### src/gate_fault_pkg.sv
// Constants, types and timing counts shared by the gate driver fault manager
// Function
// - Low supply undervoltage pulls fault line, disables both
// - Low supply undervoltage not latched, releases on recovery
// - Floating undervoltage disables high side only, silently
// - High side relocks until fresh high input edge
// - Desaturation pulses shorter than filter time ignored
// - Desaturation blanked after turn-on, then faults
// - Qualified desaturation starts soft shutdown on that side
// - Sync line held low during whole soft shutdown
// - Soft shutdown end without fault clear pulls fault line, hard shutdown
// - Outputs latched low until fault clear
// - Soft shutdown masks undervoltage and external shutdown
// - Desaturation monitored only while that output is on
// - Sync line is shared active-low wired network
// - Low sync line freezes outputs, ignores inputs
// - Desaturation detection overrides freeze
// - Low fault line from anyone forces hard shutdown
// - Latched fault line released only by fault clear
// - External fault low unlatched, fault clear ineffective
// - Outputs follow inputs with deadtime, both high means off
`default_nettype none
package gate_fault_pkg;
	// ==========================================================
	// Clock and times
	localparam int CLK_MHZ = 125;
	localparam int NS_PER_US = 1000;
	localparam int BLANK_NS = 3000;
	localparam int SOFT_NS = 9250;
	localparam int DEAD_NS = 330;
	localparam int FILT_NS = 250;
	// Least times round up, longest times round down
	localparam int BLANK_CYC = (BLANK_NS * CLK_MHZ + NS_PER_US - 1) / NS_PER_US;
	localparam int SOFT_CYC = (SOFT_NS * CLK_MHZ) / NS_PER_US;
	localparam int DEAD_CYC = (DEAD_NS * CLK_MHZ + NS_PER_US - 1) / NS_PER_US;
	localparam int FILT_CYC = (FILT_NS * CLK_MHZ + NS_PER_US - 1) / NS_PER_US;
	localparam int CNT_W = 11;
	// ==========================================================
	// Register port
	localparam int REG_AW = 2;
	localparam int REG_DW = 8;
	localparam logic [REG_AW-1:0] ADDR_CTRL = 2'h0;
	localparam logic [REG_AW-1:0] ADDR_STAT = 2'h1;
	localparam logic [REG_DW-1:0] CTRL_RESET = 8'h2a;
	localparam int ST_LOW_ON = 0;
	localparam int ST_HIGH_ON = 1;
	localparam int ST_FAULT_DRV = 2;
	localparam int ST_SYNC_DRV = 3;
	localparam int ST_HIGH_LOCK = 4;
	localparam int ST_STATE = 5;
	// ==========================================================
	// Synchroniser lanes
	localparam int SY_W = 7;
	localparam int SY_SYNC = 0;
	localparam int SY_FAULT = 1;
	localparam int SY_CLEAR = 2;
	localparam int SY_HDESAT = 3;
	localparam int SY_LDESAT = 4;
	localparam int SY_LOWUV = 5;
	localparam int SY_FLOATUV = 6;
	localparam logic [SY_W-1:0] SY_INIT = 7'h03;
	// ==========================================================
	// Fault sequencer states
	typedef enum logic [2:0] {
		ST_RUN = 3'h1,
		ST_SOFT = 3'h2,
		ST_LATCH = 3'h4
	} fault_state_t;
endpackage
`default_nettype wire

### src/sync_pair.sv
// Two-flop synchroniser for a group of asynchronous levels
`timescale 1ns/1ps
`default_nettype none
module sync_pair #(
	parameter int W = 1,
	parameter logic [W-1:0] INIT = '0
) (
	// Clock and reset
	input wire logic core_clk,
	input wire logic rst_n,
	input wire logic ce,
	// Levels
	input wire logic [W-1:0] async,
	output var logic [W-1:0] synced
);
	logic [W-1:0] stage;

	// First stage feeds only the second
	always_ff @(posedge core_clk) begin
		if (!rst_n) begin
			stage <= INIT;
			synced <= INIT;
		end else if (ce) begin
			stage <= async;
			synced <= stage;
		end
	end
endmodule
`default_nettype wire

### src/desat_qualifier.sv
// Desaturation blanking and noise filter for one output side
`timescale 1ns/1ps
`default_nettype none
module desat_qualifier #(
	parameter int BLANK = 375,
	parameter int FILT = 32,
	parameter int CW = 11
) (
	// Clock and reset
	input wire logic core_clk,
	input wire logic rst_n,
	input wire logic ce,
	// Side status
	input wire logic outOn,
	input wire logic desat,
	output var logic qualified
);
	logic [CW-1:0] blankCnt;
	logic [CW-1:0] filtCnt;
	logic blanked;

	assign blanked = (blankCnt == CW'(BLANK));

	// Blanking after turn-on, cleared whenever the output is off
	always_ff @(posedge core_clk) begin
		if (!rst_n || (ce && !outOn)) begin
			blankCnt <= '0;
		end else if (ce && !blanked) begin
			blankCnt <= blankCnt + 1'b1;
		end
	end

	// Filter: flag must stand FILT cycles unbroken
	always_ff @(posedge core_clk) begin
		if (!rst_n) begin
			filtCnt <= '0;
			qualified <= 1'b0;
		end else if (ce) begin
			if (!outOn || !blanked || !desat) begin
				filtCnt <= '0;
				qualified <= 1'b0;
			end else if (filtCnt != CW'(FILT - 1)) begin
				filtCnt <= filtCnt + 1'b1;
				qualified <= 1'b0;
			end else begin
				qualified <= 1'b1;
			end
		end
	end
endmodule
`default_nettype wire

### src/gate_fault_manager.sv
// Fault manager of a half-bridge gate driver
//
// The placing of the registers and the strobed register port were decided locally.
`timescale 1ns/1ps
`default_nettype none
module gate_fault_manager #(
	parameter int BLANK_CYCLES = gate_fault_pkg::BLANK_CYC,
	parameter int FILT_CYCLES = gate_fault_pkg::FILT_CYC,
	parameter int SOFT_CYCLES = gate_fault_pkg::SOFT_CYC
) (
	// Clock, reset, enable
	input wire logic core_clk,
	input wire logic rst_n,
	input wire logic ce,
	// Controller inputs
	input wire logic highIn,
	input wire logic lowIn,
	input wire logic faultClearInput,
	// Analog comparator flags
	input wire logic highDesatSense,
	input wire logic lowDesatSense,
	input wire logic lowSupplyUv,
	input wire logic floatSupplyUv,
	// Sync freeze line, active low wired
	input wire logic syncFreezeLineIn,
	output logic syncFreezeLineOut,
	output var logic syncFreezeLineOe_n,
	// Fault shutdown line, active low wired
	input wire logic faultShutdownLineIn,
	output logic faultShutdownLineOut,
	output var logic faultShutdownLineOe_n,
	// High side output stage
	output var logic highPullUp,
	output var logic highPullDown,
	output var logic highSoftPulldown,
	// Low side output stage
	output var logic lowPullUp,
	output var logic lowPullDown,
	output var logic lowSoftPulldown,
	// Register port
	input wire logic [gate_fault_pkg::REG_AW-1:0] regAddr,
	input wire logic [gate_fault_pkg::REG_DW-1:0] regWrData,
	input wire logic regWr,
	input wire logic regRd,
	output var logic [gate_fault_pkg::REG_DW-1:0] regRdData
);
	import gate_fault_pkg::*;

	// ==========================================================
	// Declarations
	fault_state_t state, next_state;
	logic [SY_W-1:0] syRaw, sy;
	logic highQual, lowQual, highOn, lowOn;
	logic next_highOn, next_lowOn, softHigh;
	logic [CNT_W-1:0] softCnt;
	logic [REG_DW-1:0] highDt, lowDt, dtCfg;
	logic highLock, highInPrev, highRise;
	logic drvFault, drvSync, next_drvFault;
	logic [1:0] faultEcho;
	logic faultExt, freeze, clearReq, lowUv, floatUv;
	logic hardOff, inSoft, softEnd, highReq, lowReq;

	// ==========================================================
	// Functions
	function automatic logic [REG_DW-1:0] dtStep(input logic [REG_DW-1:0] cnt,
			input logic req, input logic otherOn, input logic [REG_DW-1:0] lim);
		logic [REG_DW-1:0] res;
		res = cnt;
		if (!req || otherOn) begin
			res = '0;
		end else if (cnt != lim) begin
			res = cnt + 1'b1;
		end
		return res;
	endfunction

	function automatic logic dtDone(input logic [REG_DW-1:0] cnt,
			input logic [REG_DW-1:0] lim);
		return cnt == lim;
	endfunction

	// ==========================================================
	// Input synchronisation
	assign syRaw[SY_SYNC] = syncFreezeLineIn;
	assign syRaw[SY_FAULT] = faultShutdownLineIn;
	assign syRaw[SY_CLEAR] = faultClearInput;
	assign syRaw[SY_HDESAT] = highDesatSense;
	assign syRaw[SY_LDESAT] = lowDesatSense;
	assign syRaw[SY_LOWUV] = lowSupplyUv;
	assign syRaw[SY_FLOATUV] = floatSupplyUv;

	sync_pair #(.W(SY_W), .INIT(SY_INIT)) u_sync (
		.core_clk(core_clk),
		.rst_n(rst_n),
		.ce(ce),
		.async(syRaw),
		.synced(sy)
	);

	assign clearReq = sy[SY_CLEAR];
	assign lowUv = sy[SY_LOWUV];
	assign floatUv = sy[SY_FLOATUV];
	assign freeze = !sy[SY_SYNC];
	// Own drive returns through the synchroniser two cycles later
	assign faultExt = !sy[SY_FAULT] && !faultEcho[1] && !drvFault;

	// ==========================================================
	// Desaturation qualifiers, one per side
	desat_qualifier #(
		.BLANK(BLANK_CYCLES),
		.FILT(FILT_CYCLES),
		.CW(CNT_W)
	) u_high_desat (
		.core_clk(core_clk),
		.rst_n(rst_n),
		.ce(ce),
		.outOn(highOn),
		.desat(sy[SY_HDESAT]),
		.qualified(highQual)
	);

	desat_qualifier #(
		.BLANK(BLANK_CYCLES),
		.FILT(FILT_CYCLES),
		.CW(CNT_W)
	) u_low_desat (
		.core_clk(core_clk),
		.rst_n(rst_n),
		.ce(ce),
		.outOn(lowOn),
		.desat(sy[SY_LDESAT]),
		.qualified(lowQual)
	);

	// ==========================================================
	// Fault sequencer
	assign inSoft = (state == ST_SOFT);
	assign softEnd = inSoft && (softCnt == CNT_W'(SOFT_CYCLES - 1));

	always_comb begin
		next_state = state;
		case (state)
			ST_RUN: begin
				if (highQual || lowQual) begin
					next_state = ST_SOFT;
				end
			end
			ST_SOFT: begin
				if (softEnd) begin
					next_state = clearReq ? ST_RUN : ST_LATCH;
				end
			end
			ST_LATCH: begin
				if (clearReq) begin
					next_state = ST_RUN;
				end
			end
			default: begin
				next_state = ST_LATCH;
			end
		endcase
	end

	always_ff @(posedge core_clk) begin
		if (!rst_n) begin
			state <= ST_RUN;
		end else if (ce) begin
			state <= next_state;
		end
	end

	// Soft shutdown timer and side
	always_ff @(posedge core_clk) begin
		if (!rst_n) begin
			softCnt <= '0;
			softHigh <= 1'b0;
		end else if (ce) begin
			if (state == ST_RUN) begin
				softCnt <= '0;
				softHigh <= highQual;
			end else if (inSoft) begin
				softCnt <= softCnt + 1'b1;
			end
		end
	end

	// ==========================================================
	// Shared line drive
	// Undervoltage and external shutdown masked while soft
	assign hardOff = !inSoft && (faultExt || lowUv || state == ST_LATCH);
	assign next_drvFault = (next_state == ST_LATCH) || (lowUv && next_state != ST_SOFT);

	always_ff @(posedge core_clk) begin
		if (!rst_n) begin
			drvFault <= 1'b0;
			drvSync <= 1'b0;
			faultEcho <= '0;
		end else if (ce) begin
			drvFault <= next_drvFault;
			drvSync <= (next_state == ST_SOFT);
			faultEcho <= {faultEcho[0], drvFault};
		end
	end

	assign syncFreezeLineOut = 1'b0;
	assign faultShutdownLineOut = 1'b0;
	assign syncFreezeLineOe_n = !drvSync;
	assign faultShutdownLineOe_n = !drvFault;

	// ==========================================================
	// Floating supply lock
	assign highRise = highIn && !highInPrev;

	always_ff @(posedge core_clk) begin
		if (!rst_n) begin
			highLock <= 1'b0;
			highInPrev <= 1'b0;
		end else if (ce) begin
			highInPrev <= highIn;
			if (floatUv) begin
				highLock <= 1'b1;
			end else if (highRise) begin
				highLock <= 1'b0;
			end
		end
	end

	// ==========================================================
	// Deadtime and output decisions
	assign highReq = highIn && !lowIn;
	assign lowReq = lowIn && !highIn;

	always_comb begin
		next_highOn = highOn;
		next_lowOn = lowOn;
		if (inSoft) begin
			if (softHigh) begin
				next_highOn = 1'b0;
			end else begin
				next_lowOn = 1'b0;
			end
		end else if (next_state == ST_SOFT || hardOff) begin
			next_highOn = 1'b0;
			next_lowOn = 1'b0;
		end else if (!freeze) begin
			next_highOn = highReq && dtDone(highDt, dtCfg) && !lowOn;
			next_lowOn = lowReq && dtDone(lowDt, dtCfg) && !highOn;
		end
		if (floatUv || highLock) begin
			next_highOn = 1'b0;
		end
	end

	always_ff @(posedge core_clk) begin
		if (!rst_n) begin
			highDt <= '0;
			lowDt <= '0;
		end else if (ce) begin
			highDt <= dtStep(highDt, highReq, lowOn, dtCfg);
			lowDt <= dtStep(lowDt, lowReq, highOn, dtCfg);
		end
	end

	always_ff @(posedge core_clk) begin
		if (!rst_n) begin
			highOn <= 1'b0;
			lowOn <= 1'b0;
			highPullUp <= 1'b0;
			highPullDown <= 1'b1;
			highSoftPulldown <= 1'b0;
			lowPullUp <= 1'b0;
			lowPullDown <= 1'b1;
			lowSoftPulldown <= 1'b0;
		end else if (ce) begin
			highOn <= next_highOn;
			lowOn <= next_lowOn;
			// Soft side stage: normal devices off, soft pull-down on
			highSoftPulldown <= (next_state == ST_SOFT) && (inSoft ? softHigh : highQual);
			lowSoftPulldown <= (next_state == ST_SOFT) && (inSoft ? !softHigh : !highQual);
			highPullUp <= next_highOn;
			lowPullUp <= next_lowOn;
			highPullDown <= !next_highOn &&
				!((next_state == ST_SOFT) && (inSoft ? softHigh : highQual));
			lowPullDown <= !next_lowOn &&
				!((next_state == ST_SOFT) && (inSoft ? !softHigh : !highQual));
		end
	end

	// ==========================================================
	// Register port
	always_ff @(posedge core_clk) begin
		if (!rst_n) begin
			dtCfg <= CTRL_RESET;
		end else if (ce && regWr && regAddr == ADDR_CTRL) begin
			dtCfg <= regWrData;
		end
	end

	always_ff @(posedge core_clk) begin
		if (!rst_n) begin
			regRdData <= '0;
		end else if (ce) begin
			regRdData <= '0;
			if (regRd && regAddr == ADDR_CTRL) begin
				regRdData <= dtCfg;
			end else if (regRd && regAddr == ADDR_STAT) begin
				regRdData[ST_LOW_ON] <= lowOn;
				regRdData[ST_HIGH_ON] <= highOn;
				regRdData[ST_FAULT_DRV] <= drvFault;
				regRdData[ST_SYNC_DRV] <= drvSync;
				regRdData[ST_HIGH_LOCK] <= highLock;
				regRdData[REG_DW-1:ST_STATE] <= state;
			end
		end
	end
endmodule
`default_nettype wire

### config.mk
export PLATFORM = sky130hd
export DESIGN_NAME = gate_fault_manager
export DESIGN_NICKNAME = d
export VERILOG_FILES = /design/src/gate_fault_pkg.sv /design/src/sync_pair.sv /design/src/desat_qualifier.sv /design/src/gate_fault_manager.sv
export SDC_FILE = /design/constraint.sdc
export NUM_CORES = 1
export LEC_CHECK = 0
export BUFFER_PORTS_ARGS = -buffer_cell sky130_fd_sc_hd__buf_2
export CAP_MARGIN = 0
export CORE_MARGIN = 4
export CORE_UTILIZATION = 35
export CTS_BUF_LIST = sky130_fd_sc_hd__clkbuf_8
export CTS_CLUSTER_DIAMETER = 80
export DETAILED_ROUTE_END_ITERATION = 8
export SYNTH_ARGS = -nofsm -noshare
export SYNTH_HDL_FRONTEND = slang
export SYNTH_SLANG_ARGS = --single-unit
### constraint.sdc
create_clock -name core_clk -period 1.95 [get_ports core_clk]
set_input_delay 0.195 -clock core_clk [delete_from_list [all_inputs] [get_ports core_clk]]
set_output_delay 0.195 -clock core_clk [all_outputs]
set_load 0.005 [all_outputs]
==> out/results.txt, run 1 <==
Status: finished, final reports clean
Leading area contributor after synthesis: dfxtp_1
Largest net degree at the start of global routing: 23
Mapped Cells: 639
PnR worst setup slack: 0.00295 ns
Min Tclk post-route: 1.95 ns
Clock power share: 0.389
Worst-Skew Late Latency: 0.44 ns
Top Ports: 42
Worst min-delay path category: primary input to flop
Crit path max fanout: 3
Clock skew: 0.0117 ns
Most frequent cells after synthesis: dfxtp_1 (119), nor2_1 (96), a21oi_1 (40)
Fill count: 1495
Kind of critical path: flop to flop
LEAKAGE: 2.50 nW
Core Box Area: 15300 um2
Top cells by area, synth: dfxtp_1 (43%), mux2i_1 (7.1%), nor2_1 (6.5%), xnor2_1 (6.0%), a21oi_1 (3.6%)
Die H: 134 um
Switching share of power: 0.245
FF-to-FF Start: softCnt[2]
Crit-path cells: or4_4 -> or3_4 -> and2_4 -> a22o_1 -> o211a_1
Routed vias/inst: 4.99
Top Family by Delay on Critical Path: simple AND/OR/NAND/NOR gates
Hold Path Sink: dtCfg[7]
Ys flop type: dfxtp_1
DRC: 0
Worst Path Arrival: 2.28 ns
Min-delay src: regWrData[7]
Drt pass-1 iters: 4
Clk root buf: clkbuf_8
Buffer levels on the longest clock path: 2
Die Area: 17800 um2
Rel. slew slack: 0.617
Reg2reg setup slack: 0.003 ns
Fmax: 514 MHz
Flop pwr share: 0.528
Final Instance Area: 6620 um2
Hpwl dp: 9490 um
Final hold violation count: 0
Most common cell in the netlist: dfxtp_1
RSZ-0062 raised after global routing: true
Inserted Clock Buffers: 17
Initial core utilization: 0.360
TritonCTS clock tree: built
Layout cells sized above 1: 0.156
Max Cap Violations: 0
Psw: 1.18 mW
Fin. max-slew vios: 0
Die X: 134 um
Final ANT Viol Nets: 0
Iteration-0 DRC Markers: 266
Tightest Pin Transition: 0.573 ns
First-pass GRT wire length: 22000 um
Setup crit end kind: flop
DP Worst Slack: -0.119 ns
Setup TNS: 0 ns
Buf/Inv on CP: 0
DR WL/cell: 13.8 um
Worst ir drop on vdd: 0.442 mV
# setup viols final: 0
Tcrit/Tclk final: 0.998
Synth Area per Inst: 8.63 um2
Final #Nets: 750
Worst Hold Slack: 0.0214 ns
CP required: 2.28 ns
EDFF count, synth: 0
CP Launch Type: flop
Routed wire length: 13000 um
RePlAce Congestion: 0.824
Initial antenna violation count: 0
PwrDens: 726 nW/um2
Total GRT Usage: 0.150
Sequential area share after synthesis: 0.432
Layout area overhead: 20.0%
ANT cells: 0
Clk sink count: 119
Port bufs: 39
#FFs+latches synth: 119
Critical path's largest stage delay: 0.53 ns
Vias in the first global route: 4631
H-tree depth: 4
Asr flop ratio synth: 0
Std cell rows: 45
Worst R2R End: highSoftPulldown
Grt ovf: 0
Pint: 3.63 mW
Combinational fraction of design power: 0.083
Netlist cell types: 58
Vias post-DR: 4700
Slowest CP cell: or4_4
Cell Area, Synth: 5510 um2
Yosys top cell area share: 0.432
FF-to-FF path depth: 5
Hold depth: 3
Cell area after placement: 6150 um2
Yosys warnings: 0
Clock-pin slew on the worst setup and hold paths: 0.06 ns
-- how the worst max path moves through the flow --
stage	to	cells past startpoint	from	slack [ns]
final	highSoftPulldown	5	softCnt[2]	0.003
after global routing	drvFault	5	softCnt[2]	-0.03
after CTS	highSoftPulldown	5	softCnt[2]	0.006
after detailed placement	u_high_desat.filtCnt[9]	6	u_high_desat.blankCnt[0]	-0.12
after global placement	u_high_desat.filtCnt[9]	6	u_high_desat.blankCnt[0]	-0.05
after floorplan	highSoftPulldown	5	softCnt[2]	0.003
-- registers in the layout, summed over array words and instances (netlist names), 8 cells and up --
register               flops
dtCfg                      8
highDt                     8
lowDt                      8
regRdData                  8
softCnt                   11
u_high_desat.blankCnt     11
u_high_desat.filtCnt      11
u_low_desat.blankCnt      11
u_low_desat.filtCnt       11
-- per-layer routing --
metal,routed length (um),GRT usage,vias up
li1,-,-,2406
met1,6000,0.184,2208
met2,6320,0.253,67
met3,439,0.0344,19
met4,262,0.0663,0
met5,0,0,-
-- stage by stage --
| stage | instances | power (mW) | util |
|---|---|---|---|
| floorplan | 640 | 2.82 | - |
| global placement | 900 | 2.96 | 0.401 |
| detailed placement | 900 | 2.97 | 0.401 |
| CTS | 941 | 4.86 | 0.430 |
| global route | 941 | 5.02 | 0.432 |
| finish | 941 | 4.80 | 0.432 |
-- worst reg2reg max path, cell delays in order (launching register included) --
cell     delay, ns
dfxtp_2       0.32
or4_4         0.53
or3_4         0.39
and2_4        0.17
a22o_1        0.22
o211a_1       0.21
-- area by class of cell --
class | count | area [um2] | area share
flip-flops and latches | 119 | 2380 | 0.360
clock buffers | 21 | 289 | 0.0437
well taps | 211 | 264 | 0.0399
multi-input cells | 474 | 2990 | 0.451
repair buffers | 86 | 576 | 0.0870
clock inverters | 9 | 38.8 | 0.00586
inverters | 21 | 78.8 | 0.0119
-- kinds of logic (layout without fill, tap and decap cells) --
kind of cell,Yosys count,count (layout),synth area share
XOR/XNOR,56,56,0.0890
buffers and inverters,47,137,0.0336
AO/OA/AOI/OAI,110,110,0.124
AND/OR/NAND/NOR,260,260,0.234
adder cells (fa/ha/maj),7,7,0.0159
multiplexers,39,39,0.0708
flip-flops,119,119,0.432
other,1,2,0.000680
-- layout by cell type, fill, tap and decap left out, types with 3 or more instances in the layout --
master and n:
nor2b_1 5, a21oi_1 40, o21ai_1 6, nor4_1 4, buf_2 39, nor3b_1 5, nand4_1 14, xnor2_1 38
a31oi_1 3, or4_1 4, xor2_1 18, nand3_1 31, nand2_1 38, buf_4 36, inv_1 25, o21ai_0 24
dfxtp_1 118, o211a_1 4, clkinv_2 4, ha_1 7, and3_1 8, and2_1 6, or3_1 19, mux2i_1 39
nor2_1 96, o31ai_1 6, dlygate4sd3_1 11, o211ai_1 3, nor3_1 12, clkbuf_8 21, o21a_1 3
-- power groups by stage --
stage / logic (mW) / registers, mW / clock network [mW]
final: 0.401 / 2.53 / 1.87
after floorplan: 0.245 / 2.57 / 0
after CTS: 0.403 / 2.53 / 1.92
after global routing: 0.445 / 2.54 / 2.03
after global placement: 0.377 / 2.58 / 0
after detailed placement: 0.383 / 2.59 / 0
-- repair_timing --
action | CTS | global route
resized for setup | 1 | 6
endpoints found under the setup margin | 13 | 19
pin swaps | 2 | 3
hold endpoints to repair | 11 | 0
hold buffers | 11 | 0
setup buffers | 0 | 0
(Power assumes the default switching activity.)
==> run 2: changes to the inputs <==
Settings changed: PLACE_DENSITY from default to 0.55.
==> out/results.txt, run 2 (synthesis results as in run 1) <==
Iteration-0 DRC Markers: 305
Clock-pin slew on the worst setup and hold paths: 0.07 ns
Die X: 134 um
Inserted Clock Buffers: 17
LEAKAGE: 2.54 nW
DRC: 0
CP Launch Type: flop
Vias in the first global route: 4489
FF-to-FF path depth: 5
Drt pass-1 iters: 4
RSZ-0062 raised after global routing: true
Clk root buf: clkbuf_8
Worst Path Arrival: 2.27 ns
TritonCTS clock tree: built
Clock skew: 0.00928 ns
Routed vias/inst: 4.98
DR WL/cell: 13.8 um
Initial core utilization: 0.360
Final #Nets: 753
Final ANT Viol Nets: 0
Worst ir drop on vdd: 0.421 mV
Initial antenna violation count: 0
CP Capture Point: highSoftPulldown
Rel. slew slack: 0.523
Final non-filler cell total: 942
Most frequent cells in the layout: dfxtp_1 (116), nor2_1 (96), a21oi_1 (40), mux2i_1 (39), buf_2 (39)
Min Tclk post-route: 1.93 ns
Crit path max fanout: 3
Buffer levels on the longest clock path: 2
Top Ports: 42
First-pass GRT wire length: 21500 um
Final hold violation count: 0
Fmax: 517 MHz
FF-to-FF Start: softCnt[2]
Worst min-delay path category: primary input to flop
Commonest non-fill, non-tap cell in the layout: dfxtp_1
Setup crit end kind: flop
Inst Count DP: 898
Status: finished, final reports clean
Worst R2R End: highSoftPulldown
Hpwl dp: 9410 um
CP required: 2.29 ns
Grt ovf: 0
Routed wire length: 13000 um
Layout cells sized above 1: 0.156
Power after layout: 5.09 mW
Layout area overhead: 21.6%
Die Area: 17800 um2
Hold depth: 3
Tcrit/Tclk final: 0.992
Reg2reg setup slack: 0.02 ns
Tightest Pin Transition: 0.715 ns
Fin. max-slew vios: 0
Die H: 134 um
Core Box Area: 15300 um2
ANT cells: 0
Port bufs: 39
Total GRT Usage: 0.150
Worst-Skew Late Latency: 0.44 ns
Clk sink count: 119
Seq. cell area: 2390 um2
# setup viols final: 0
CP Launch Point: softCnt[2]
H-tree depth: 4
RePlAce Congestion: 0.796
Fill count: 1530
Largest net degree at the start of global routing: 28
Vias post-DR: 4694
Max Cap Violations: 0
PwrDens: 759 nW/um2
Std cell rows: 45
Kind of critical path: flop to flop
Multi-input logic area: 2970 um2
Worst Hold Slack: 0.0651 ns
==> run 2: cell count changes in the layout (fill, tap and decap cells not counted), sizes merged <==
cell,change
bufinv,+2
buf,-1
clkinv,-2
dlygate4sd3,+4
inv,-2
==> run 2: where the power goes <==
group          total (mW)  switching, mW  internal, mW
clock                2.14          0.921          1.22
combinational       0.408          0.222         0.186
sequential           2.53         0.0500          2.48
total                5.09           1.19          3.89
==> run 2: repair_timing <==
action / in CTS / in global routing
hold endpoints to repair: 15 / 0
setup endpoints to repair: 1 / 17
pin swaps: 3 / 2
resized for setup: 3 / 4
setup buffers: 0 / 1
hold buffers: 15 / 0
==> run 2: critical path, cell delays in order (launching register included) <==
cell     delay, ns
dfxtp_2       0.32
or4_4         0.53
or3_4         0.41
and2_4        0.15
a22o_1        0.22
o211a_1       0.20
==> run 2: cell type report <==
type,instances,share of cell area
flip-flops and latches,119,0.356
repair buffers,89,0.0945
clock buffers,21,0.0431
well taps,211,0.0394
clock inverters,7,0.0121
multi-input cells,474,0.443
inverters,21,0.0118
==> run 2: worst min-delay path by stage <==
stage,start,end
2_1_floorplan,faultShutdownLineIn,u_sync.stage[1]
4_1_cts,highIn,highInPrev
5_1_grt,highIn,highInPrev
3_3_place_gp,regWrData[5],dtCfg[5]
6_report,highIn,highInPrev
3_5_place_dp,regWrData[5],dtCfg[5]
==> run 2: per-stage QoR <==
| step | instance area, um2 | setup WS [ns] | util | setup TNS (ns) |
|---|---|---|---|---|
| floorplan | 5520 | 0.00307 | - | 0 |
| global placement | 6160 | -0.00488 | 0.402 | -0.00488 |
| detailed placement | 6160 | -0.00352 | 0.402 | -0.00352 |
| CTS | 6680 | 0.0106 | 0.436 | 0 |
| global route | 6700 | -0.0329 | 0.438 | -0.0775 |
| finish | 6700 | 0.0150 | 0.438 | 0 |
==> run 2: layer usage <==
metal / global-route usage / vias to the layer above / routed length [um]
met3: 0.0442 / 18 / 539
met4: 0.0543 / 0 / 221
met5: 0 / - / 0
li1: - / 2412 / -
met2: 0.239 / 75 / 6030
met1: 0.193 / 2189 / 6210
